[config.mk]
export PLATFORM = sky130hd
export DESIGN_NAME = cmd_event_queue_regs
export DESIGN_NICKNAME = d
export VERILOG_FILES = /design/src/verilog/cq_regs_pkg.sv /design/src/verilog/cq_ifs.sv /design/src/verilog/queue_index_step.sv /design/src/verilog/evt_addr_calc.sv /design/src/verilog/cmd_event_queue_regs.sv
export SDC_FILE = /design/constraint.sdc
export NUM_CORES = 1
export LEC_CHECK = 0
export BUFFER_PORTS_ARGS = -buffer_cell sky130_fd_sc_hd__clkbuf_2
export CELL_PAD_IN_SITES_DETAIL_PLACEMENT = 1
export CELL_PAD_IN_SITES_GLOBAL_PLACEMENT = 1
export CORE_ASPECT_RATIO = 1.75
export CORE_MARGIN = 2
export CORE_UTILIZATION = 40
export CTS_CLUSTER_SIZE = 30
export DETAILED_ROUTE_END_ITERATION = 7
export MAX_ROUTING_LAYER = met4
export PLACE_DENSITY_LB_ADDON = 0.12
export SLEW_MARGIN = 20
export SYNTH_ARGS = -nofsm -noshare
export SYNTH_HDL_FRONTEND = slang
export SYNTH_SLANG_ARGS = --single-unit
[constraint.sdc]
create_clock -name clk_sys -period 10.35 [get_ports clk_sys]
set_input_delay 2.5875 -clock clk_sys [delete_from_list [all_inputs] [get_ports clk_sys]]
set_output_delay 2.5875 -clock clk_sys [all_outputs]
set_load 0.05 [all_outputs]
[src/verilog/cq_regs_pkg.sv]
package cq_regs_pkg;
  localparam logic [11:0] OFS_CMD_PROD = 12'h098;
  localparam logic [11:0] OFS_CMD_CONS = 12'h09c;
  localparam logic [11:0] OFS_EVT_BASE_LO = 12'h0a0;
  localparam logic [11:0] OFS_EVT_BASE_HI = 12'h0a4;
  localparam logic [11:0] OFS_IRQ_ADDR_LO = 12'h0b0;
  localparam logic [11:0] OFS_IRQ_ADDR_HI = 12'h0b4;
  localparam int IDX_W = 20;
  localparam int LOG_W = 5;
  localparam int ERR_W = 7;
  localparam int ERR_LSB = 24;
  localparam int BASE_W = 47;
  localparam int BASE_LO_W = 27;
  localparam int BASE_LSB = 5;
  localparam int IRQ_W = 50;
  localparam int IRQ_LO_W = 30;
  localparam int IRQ_LSB = 2;
  localparam int HI_FIELD_W = 20;
  localparam int ALLOC_HI_BIT = 30;
  localparam logic [LOG_W-1:0] MAX_CMD_LOG = 5'h13;
  localparam logic [LOG_W-1:0] MAX_EVT_LOG = 5'h13;
  localparam logic [5:0] EVT_ENTRY_LOG = 6'h05;
  localparam logic [5:0] MIN_ALIGN_LOG = 6'h05;
  localparam logic [6:0] PA_SIZE = 7'h30;
  typedef enum logic [1:0] {CONS_RUN, CONS_ERR_LOAD, CONS_ERR_HOLD} cons_state_e;

  function automatic logic [IDX_W-1:0] idx_mask(input logic [LOG_W-1:0] lg);
    logic [IDX_W:0] m;
    m = (IDX_W+1)'(2) << lg;
    return m[IDX_W-1:0] - IDX_W'(1);
  endfunction : idx_mask

  function automatic logic [LOG_W-1:0] clamp_log(input logic [LOG_W-1:0] v,
                                                 input logic [LOG_W-1:0] mx);
    return (v > mx) ? mx : v;
  endfunction : clamp_log
endpackage : cq_regs_pkg

[src/verilog/cq_ifs.sv]
`timescale 1ns/1ps
interface idx_if;
  logic [cq_regs_pkg::LOG_W-1:0] size_log;
  logic [cq_regs_pkg::IDX_W-1:0] rd_index;
  logic [cq_regs_pkg::IDX_W-1:0] wr_index;
  logic [cq_regs_pkg::IDX_W-1:0] rd_next;
  logic [cq_regs_pkg::IDX_W-1:0] rd_view;
  logic is_empty;
  logic is_full;
  modport calc (input size_log, input rd_index, input wr_index, output rd_next,
                output rd_view, output is_empty, output is_full);
  modport owner (output size_log, output rd_index, output wr_index, input rd_next,
                 input rd_view, input is_empty, input is_full);
endinterface : idx_if

interface evt_if;
  logic [cq_regs_pkg::BASE_W-1:0] base_field;
  logic [cq_regs_pkg::LOG_W-1:0] log_raw;
  logic [cq_regs_pkg::IRQ_W-1:0] irq_field;
  logic [51:0] base_eff;
  logic [cq_regs_pkg::LOG_W-1:0] log_eff;
  logic [63:0] msi_addr;
  logic msi_on;
  modport calc (input base_field, input log_raw, input irq_field, output base_eff,
                output log_eff, output msi_addr, output msi_on);
  modport owner (output base_field, output log_raw, output irq_field, input base_eff,
                 input log_eff, input msi_addr, input msi_on);
endinterface : evt_if

[src/verilog/queue_index_step.sv]
`timescale 1ns/1ps
module queue_index_step (
  idx_if.calc idx // Index view, step and occupancy.
);
  logic [cq_regs_pkg::IDX_W-1:0] mask;
  logic [cq_regs_pkg::IDX_W-1:0] wr_view;
  logic [cq_regs_pkg::IDX_W-1:0] diff;

  // A plus one that carries out of the index bits toggles the wrap bit, and
  // a carry out of the wrap bit falls outside the mask.
  always_comb
  begin
    mask = cq_regs_pkg::idx_mask(idx.size_log);
    idx.rd_view = idx.rd_index & mask;
    wr_view = idx.wr_index & mask;
    idx.rd_next = (idx.rd_view + cq_regs_pkg::IDX_W'(1)) & mask;
    diff = idx.rd_view ^ wr_view;
    idx.is_empty = (diff == '0);
    idx.is_full = (diff == (mask ^ (mask >> 1)));
  end
endmodule : queue_index_step

[src/verilog/evt_addr_calc.sv]
`timescale 1ns/1ps
module evt_addr_calc (
  evt_if.calc ev // Event queue address terms.
);
  logic [5:0] align_log;
  logic [51:0] align_mask;
  logic [63:0] pa_mask;

  always_comb
  begin
    ev.log_eff = cq_regs_pkg::clamp_log(ev.log_raw, cq_regs_pkg::MAX_EVT_LOG);
    align_log = 6'(ev.log_eff) + cq_regs_pkg::EVT_ENTRY_LOG;
    if (align_log < cq_regs_pkg::MIN_ALIGN_LOG)
    begin
      align_log = cq_regs_pkg::MIN_ALIGN_LOG;
    end
    align_mask = ~((52'h1 << align_log) - 52'h1);
    ev.base_eff = {ev.base_field, {cq_regs_pkg::BASE_LSB{1'b0}}} & align_mask;
    pa_mask = (64'h1 << cq_regs_pkg::PA_SIZE) - 64'h1;
    ev.msi_addr = {12'h0, ev.irq_field, {cq_regs_pkg::IRQ_LSB{1'b0}}} & pa_mask;
    ev.msi_on = (ev.msi_addr != 64'h0);
  end
endmodule : evt_addr_calc

[src/verilog/cmd_event_queue_regs.sv]
`timescale 1ns/1ps
module cmd_event_queue_regs (
  input wire logic clk_sys, // System clock.
  input wire logic rst, // Synchronous reset, high.
  input wire logic reg_wr, // Register write strobe.
  input wire logic reg_rd, // Register read strobe.
  input wire logic [11:0] reg_addr, // Register byte offset.
  input wire logic [31:0] reg_wdata, // Write data.
  output logic [31:0] reg_rdata, // Read data.
  output logic reg_rvalid, // Read data valid pulse.
  input wire logic command_queue_enable, // Command queue enable.
  input wire logic cmdq_enable_ack, // Acknowledge of that enable.
  input wire logic event_queue_enable, // Event queue enable.
  input wire logic evtq_enable_ack, // Acknowledge of that enable.
  input wire logic event_queue_irq_enable, // Event queue interrupt enable.
  input wire logic evtq_irq_enable_ack, // Acknowledge of that enable.
  input wire logic queue_config_fixed, // Queue settings preset.
  input wire logic [4:0] queue_size_log, // Command queue log2 entries.
  input wire logic cmd_consumed, // Command consumed pulse.
  input wire logic cmd_fail, // Command failed pulse.
  input wire logic [6:0] cmd_fail_code, // Reason code with cmd_fail.
  input wire logic error_ack, // Software acknowledged the error.
  input wire logic event_queue_writable, // Event queue has room.
  output logic command_queue_error, // Command queue error active.
  output logic cmd_consume_allow, // Engine may consume commands.
  output logic cmd_fetch_kick, // Pulse: look at the queue.
  output logic cmd_queue_empty, // Command queue empty.
  output logic cmd_queue_full, // Command queue full.
  output logic [19:0] cmd_read_index, // Published read field.
  output logic event_write_allow, // Events may be written.
  output logic [51:0] event_base_addr, // Effective event base.
  output logic event_write_allocate, // Write allocate hint.
  output logic [4:0] event_queue_log_eff, // Clamped event log size.
  output logic [63:0] msi_target_addr, // Effective message address.
  output logic msi_send_enable // Message delivery enabled.
);

  ////////////////////////////////////////////////////////////////////////////
  // Register storage and helpers.

  logic [cq_regs_pkg::IDX_W-1:0] prod_reg;
  logic [cq_regs_pkg::IDX_W-1:0] prod_next;
  logic [cq_regs_pkg::IDX_W-1:0] rd_reg;
  logic [cq_regs_pkg::IDX_W-1:0] rd_next;
  logic [cq_regs_pkg::ERR_W-1:0] err_reg;
  logic [cq_regs_pkg::ERR_W-1:0] err_next;
  logic [cq_regs_pkg::BASE_W-1:0] evt_addr_reg;
  logic [cq_regs_pkg::BASE_W-1:0] evt_addr_next;
  logic [cq_regs_pkg::LOG_W-1:0] evt_log_reg;
  logic [cq_regs_pkg::LOG_W-1:0] evt_log_next;
  logic evt_alloc_reg;
  logic evt_alloc_next;
  logic [cq_regs_pkg::IRQ_W-1:0] irq_addr_reg;
  logic [cq_regs_pkg::IRQ_W-1:0] irq_addr_next;
  cq_regs_pkg::cons_state_e state_reg;
  cq_regs_pkg::cons_state_e state_next;
  logic cons_wr_ok;
  logic base_wr_ok;
  logic irq_wr_ok;
  logic prod_wr;
  logic fail_take;
  logic consume_take;

  idx_if idx ();
  evt_if ev ();

  queue_index_step u_step (
    .idx(idx)
  );

  evt_addr_calc u_addr (
    .ev(ev)
  );

  assign idx.size_log = cq_regs_pkg::clamp_log(queue_size_log, cq_regs_pkg::MAX_CMD_LOG);
  assign idx.rd_index = rd_reg;
  assign idx.wr_index = prod_reg;
  assign ev.base_field = evt_addr_reg;
  assign ev.log_raw = evt_log_reg;
  assign ev.irq_field = irq_addr_reg;

  assign cons_wr_ok = !command_queue_enable && !cmdq_enable_ack;
  assign base_wr_ok = !queue_config_fixed && !event_queue_enable && !evtq_enable_ack;
  assign irq_wr_ok = !event_queue_irq_enable && !evtq_irq_enable_ack;
  assign prod_wr = reg_wr && (reg_addr == cq_regs_pkg::OFS_CMD_PROD);
  assign fail_take = cmd_fail && cmd_consume_allow && (state_reg == cq_regs_pkg::CONS_RUN);
  assign consume_take = cmd_consumed && cmd_consume_allow && !cmd_fail &&
                        (state_reg == cq_regs_pkg::CONS_RUN) && !idx.is_empty;

  ////////////////////////////////////////////////////////////////////////////
  // Register writes, consumption and the error sequence.

  always_comb
  begin
    prod_next = prod_reg;
    rd_next = rd_reg;
    err_next = err_reg;
    evt_addr_next = evt_addr_reg;
    evt_log_next = evt_log_reg;
    evt_alloc_next = evt_alloc_reg;
    irq_addr_next = irq_addr_reg;
    state_next = state_reg;
    // Every consumed entry is published at once, so the bound is two cycles: rd_reg on the next edge, cmd_read_index one edge later.
    if (consume_take)
    begin
      rd_next = idx.rd_next;
    end
    if (reg_wr)
    begin
      unique case (reg_addr)
        cq_regs_pkg::OFS_CMD_PROD:
        begin
          prod_next = reg_wdata[cq_regs_pkg::IDX_W-1:0];
        end
        cq_regs_pkg::OFS_CMD_CONS:
        begin
          if (cons_wr_ok)
          begin
            rd_next = reg_wdata[cq_regs_pkg::IDX_W-1:0];
            err_next = reg_wdata[cq_regs_pkg::ERR_LSB +: cq_regs_pkg::ERR_W];
          end
        end
        cq_regs_pkg::OFS_EVT_BASE_LO:
        begin
          if (base_wr_ok)
          begin
            evt_addr_next[cq_regs_pkg::BASE_LO_W-1:0] = reg_wdata[31:cq_regs_pkg::BASE_LSB];
            evt_log_next = reg_wdata[cq_regs_pkg::LOG_W-1:0];
          end
        end
        cq_regs_pkg::OFS_EVT_BASE_HI:
        begin
          if (base_wr_ok)
          begin
            evt_addr_next[cq_regs_pkg::BASE_W-1:cq_regs_pkg::BASE_LO_W] =
              reg_wdata[cq_regs_pkg::HI_FIELD_W-1:0];
            evt_alloc_next = reg_wdata[cq_regs_pkg::ALLOC_HI_BIT];
          end
        end
        cq_regs_pkg::OFS_IRQ_ADDR_LO:
        begin
          if (irq_wr_ok)
          begin
            irq_addr_next[cq_regs_pkg::IRQ_LO_W-1:0] = reg_wdata[31:cq_regs_pkg::IRQ_LSB];
          end
        end
        cq_regs_pkg::OFS_IRQ_ADDR_HI:
        begin
          if (irq_wr_ok)
          begin
            irq_addr_next[cq_regs_pkg::IRQ_W-1:cq_regs_pkg::IRQ_LO_W] =
              reg_wdata[cq_regs_pkg::HI_FIELD_W-1:0];
          end
        end
        default:
        begin
        end
      endcase
    end
    // A failure outranks a software write of the code in the same cycle.
    unique case (state_reg)
      cq_regs_pkg::CONS_RUN:
      begin
        if (fail_take)
        begin
          err_next = cmd_fail_code;
          state_next = cq_regs_pkg::CONS_ERR_LOAD;
        end
      end
      cq_regs_pkg::CONS_ERR_LOAD:
      begin
        state_next = cq_regs_pkg::CONS_ERR_HOLD;
      end
      cq_regs_pkg::CONS_ERR_HOLD:
      begin
        if (error_ack)
        begin
          state_next = cq_regs_pkg::CONS_RUN;
        end
      end
    endcase
  end

  always_ff @(posedge clk_sys)
  begin
    if (rst)
    begin
      prod_reg <= '0;
      rd_reg <= '0;
      err_reg <= '0;
      evt_addr_reg <= '0;
      evt_log_reg <= '0;
      evt_alloc_reg <= 1'b0;
      irq_addr_reg <= '0;
      state_reg <= cq_regs_pkg::CONS_RUN;
    end
    else
    begin
      prod_reg <= prod_next;
      rd_reg <= rd_next;
      err_reg <= err_next;
      evt_addr_reg <= evt_addr_next;
      evt_log_reg <= evt_log_next;
      evt_alloc_reg <= evt_alloc_next;
      irq_addr_reg <= irq_addr_next;
      state_reg <= state_next;
    end
  end

  ////////////////////////////////////////////////////////////////////////////
  // Read port and registered outputs.

  logic [31:0] rdata_next;
  logic error_next;
  logic allow_next;
  logic kick_next;

  always_comb
  begin
    rdata_next = 32'h0;
    unique case (reg_addr)
      cq_regs_pkg::OFS_CMD_PROD:
      begin
        rdata_next = 32'(prod_reg);
      end
      cq_regs_pkg::OFS_CMD_CONS:
      begin
        rdata_next = {1'b0, err_reg, 4'h0, idx.rd_view};
      end
      cq_regs_pkg::OFS_EVT_BASE_LO:
      begin
        rdata_next = {evt_addr_reg[cq_regs_pkg::BASE_LO_W-1:0], evt_log_reg};
      end
      cq_regs_pkg::OFS_EVT_BASE_HI:
      begin
        rdata_next = {1'b0, evt_alloc_reg, 10'h0,
                      evt_addr_reg[cq_regs_pkg::BASE_W-1:cq_regs_pkg::BASE_LO_W]};
      end
      cq_regs_pkg::OFS_IRQ_ADDR_LO:
      begin
        rdata_next = {irq_addr_reg[cq_regs_pkg::IRQ_LO_W-1:0], 2'h0};
      end
      cq_regs_pkg::OFS_IRQ_ADDR_HI:
      begin
        rdata_next = {12'h0, irq_addr_reg[cq_regs_pkg::IRQ_W-1:cq_regs_pkg::IRQ_LO_W]};
      end
      default:
      begin
        rdata_next = 32'h0;
      end
    endcase
    error_next = (state_next == cq_regs_pkg::CONS_ERR_HOLD);
    allow_next = (state_next == cq_regs_pkg::CONS_RUN) && command_queue_enable;
    kick_next = prod_wr && command_queue_enable && !command_queue_error &&
                (state_reg == cq_regs_pkg::CONS_RUN);
  end

  always_ff @(posedge clk_sys)
  begin
    if (rst)
    begin
      reg_rdata <= 32'h0;
      reg_rvalid <= 1'b0;
      command_queue_error <= 1'b0;
      cmd_consume_allow <= 1'b0;
      cmd_fetch_kick <= 1'b0;
      cmd_queue_empty <= 1'b1;
      cmd_queue_full <= 1'b0;
      cmd_read_index <= '0;
      event_write_allow <= 1'b0;
      event_base_addr <= '0;
      event_write_allocate <= 1'b0;
      event_queue_log_eff <= '0;
      msi_target_addr <= '0;
      msi_send_enable <= 1'b0;
    end
    else
    begin
      reg_rdata <= reg_rd ? rdata_next : 32'h0;
      reg_rvalid <= reg_rd;
      command_queue_error <= error_next;
      cmd_consume_allow <= allow_next;
      cmd_fetch_kick <= kick_next;
      cmd_queue_empty <= idx.is_empty;
      cmd_queue_full <= idx.is_full;
      cmd_read_index <= idx.rd_view;
      event_write_allow <= event_queue_enable && event_queue_writable;
      event_base_addr <= ev.base_eff;
      event_write_allocate <= evt_alloc_reg;
      event_queue_log_eff <= ev.log_eff;
      msi_target_addr <= ev.msi_addr;
      msi_send_enable <= ev.msi_on;
    end
  end
endmodule : cmd_event_queue_regs

==> impl_summary.txt <==
----------------------------------------------------
[Drt]
  Number of iterations in the first detailed-routing pass ... 5
  Drt drc ... 0
  Starting DRC count in detailed routing ... 814
  Overall via count from detail_route ... 12610
  Via-per-instance ratio ... 5.58
  Wire length after detailed routing ... 55500 um
  Antenna-violating nets left ... 0
  Routed wirelength normalized by instance count ... 24.6 um

[Clocking]
  CTS tree ... yes
  TritonCTS buffer count ... 29
  Clock slew at reported path FFs ... 0.07 ns
  Hold buffers post-CTS ... 0
  Source-to-sink clock delay at the later pin of the worst-skew pair ... 0.57 ns
  Setup repair bufs after CTS ... 0
  CTS Sinks ... about 310
  Library cell used as clock root buffer ... clkbuf_16
  Maximum clock insertion buffer count ... 3
  Number of instances resized during post-cts repair ... 0
  Deepest level of the CTS H-tree ... 1

[Placed design]
  HPWL reported at the end of detailed placement ... approximately 42000 um
  Count of buffers inserted at the top-level ports ... 229
  Global placement routability congestion ... ~1.0

[Global route]
  Aggregate global routing overflow ... 0
  Pin count of the biggest net entering global routing ... 87
  Number of antenna violations at the first check in global routing ... 1
  Global-route wire length before repair ... about 82000 um
  Vias in the first global route ... 12865
  GRT Resource Usage Total ... 32.0%

[Logic synthesis]
  Average cell area after synthesis ... 8.33 um2
  Flops & latches, synth ... a little over 300
  Warnings, synthesis ... 0
  Sequential area share after synthesis ... 46.1%
  Count leader, synth ... nand2_1
  Gate Count Post-Synth ... 1621
  Ranking of synthesized cells by instance count ... nand2_1 (326), dfxtp_1 (311), a21oi_1 (170)
  Cell area after synthesis ... 13500 um2
  Leading area contributor after synthesis ... dfxtp_1
  Number of different library cells in the post-synthesis netlist ... 82
  Count of flip-flops with a built-in enable after synthesis ... 0
  Predominant post-synthesis flop cell ... dfxtp_1
  Async S/R FF share, synth ... 0%
  Area fraction of the dominant cell type after synthesis ... 46.1%
  Largest cells by area after synthesis ... dfxtp_1 (46%), nand2_1 (9.1%), a21oi_1 (6.3%)

[STA]
  Final-report setup violation count ... 0
  Sum Neg Setup Slack ... 0 ns
  Worst Tran Pin Value ... 1.07 ns
  Relative slew slack ... 28.1%
  Timing-limited maximum frequency ... 158 MHz
  Final Max Slew Viols ... 0
  Post-Route Skew ... 0.0166 ns
  Unrepaired setup endpoints after global routing ... no
  Hold violation count in the final report ... 0
  Ratio of final minimum period to clock period ... 61.3%
  Post-layout minimum cycle time ... 6.35 ns

[Cells and area]
  Fill count ... 4064
  Ratio of cells with drive above 1 in the final layout ... 18.6%
  Largest register FFs ... 50
  Post-layout nets ... 1857
  Synthesis-to-layout area growth ... 16.7%

[Critical path]
  Critical setup path kind ... input port to register
  Type of destination of the critical path ... register
  Worst setup SP type ... input port
  Critical path peak fanout ... 29
  Data arrival time of the critical path ... 6.81 ns
  Required time worst endpoint ... 10.82 ns

[Floorplan]
  Row count ... 89
  Height of the die ... 247 um
  Total I/O pin count ... 253
  Die ar. ... 35300 um2
  Die width ... roughly 140 um
  Starting utilization of the core area ... 40.3%
  Core Footprint ... 33500 um2

[Power]
  Final total power ... 2.50 mW
  Maximum vdd drop ... 0.0982 mV
  PD cells ... 159 nW/um2
  Leak pwr ... a little over 6 nW

[Job]
  Max-capacitance violation count ... 0

[Outcome]
  Outcome ... finished, final reports clean

[Min path]
  Worst min-delay path class ... register to register

----------------------------------------------------
[cells in the final DEF, fill, tap and decap left out, types with 20 or more instances in the layout]
cell / netlist / layout
nor2b_1: 87 / 87
a22oi_1: 20 / 20
conb_1: 1 / 23
nor2_1: 125 / 124
o21ai_0: 40 / 39
xor2_1: 24 / 24
clkbuf_16: 0 / 29
dfxtp_1: 311 / 311
nand2_1: 326 / 325
nand3_1: 23 / 23
a21oi_1: 170 / 170
inv_1: 27 / 27
nor3_1: 30 / 29
clkbuf_2: 1 / 228
[per-stage QoR]
| step | area [um2] | std cells | worst slack, ns | utilization, % | hold WS (ns) |
|---|---|---|---|---|---|
| 6_report | 15800 | 2258 | 4.00 | 47.0 | 0.463 |
| 5_1_grt | 15800 | 2258 | 3.64 | 47.0 | 0.491 |
| 4_1_cts | 15800 | 2257 | 4.10 | 47.0 | 0.467 |
| 3_5_place_dp | 14800 | 2204 | 3.51 | 44.1 | 0.454 |
| 3_3_place_gp | 14800 | 2204 | 3.54 | 44.0 | 0.440 |
| 2_1_floorplan | 13600 | 1643 | 4.91 | - | 0.420 |
[logic make-up (layout without fill, tap and decap cells)]
group                    after synthesis  count (layout)  share of synthesized area, %
AO/OA/AOI/OAI                        365             365                          17.1
other                                  1              24                        0.0278
XOR/XNOR                              34              34                          2.26
AND/OR/NAND/NOR                      706             706                          24.8
multiplexers                          35              35                          3.41
buffers and inverters                163             322                          5.68
adder cells (fa/ha/maj)                6               6                         0.556
flip-flops                           311             311                          46.1
[path summary, 6_finish.rpt]
check | start | endpoint | slack (ns) | depth (start not counted)
setup / recovery | queue_size_log[4] | idx.rd_index[7] | 4.00 | 11
setup reg to reg | ev.log_raw[2] | event_base_addr[27] | 6.08 | 11
hold / removal | ev.base_field[23] | event_base_addr[28] | 0.46 | 2
hold reg to reg | ev.base_field[23] | event_base_addr[28] | 0.46 | 2
[power breakdown]
part	leakage [nW]	total [mW]	switching (mW)	internal (mW)
sequential	2.51	1.21	0.00503	1.20
clock	0.478	1.12	0.494	0.630
combinational	3.14	0.172	0.133	0.0396
[routing by layer]
metal,vias to the layer above,GRT usage (%),routed length (um)
li1,5853,-,-
met1,6265,33.7,20400
met2,373,59.5,30000
met3,119,3.06,2120
met4,0,15.1,2890
met5,-,-,0
[area by class of cell]
cell class                      instances  area, um2  share of cell area [%]
Clock buffer                           38        810                    5.14
Antenna cell                            1       2.50                  0.0159
Clock inverter                         15        176                    1.12
Sequential cell                       311       6230                    39.5
Inverter                               27        101                   0.643
Tap cell                              455        569                    3.61
Multi-Input combinational cell       1169       6620                    42.0
Timing Repair Buffer                  242       1250                    7.93
[critical path: stages]
cell and delay, ns:
clkbuf_2 0.37, nor2_1 0.58, nand2_1 0.24, ha_1 0.58
or3_1 0.45, a21oi_1 0.20, nand2b_1 0.32, a222oi_1 0.23
a31oi_4 0.69, a21boi_0 0.20, o31a_1 0.32
Power figures use the tool's default switching activity.
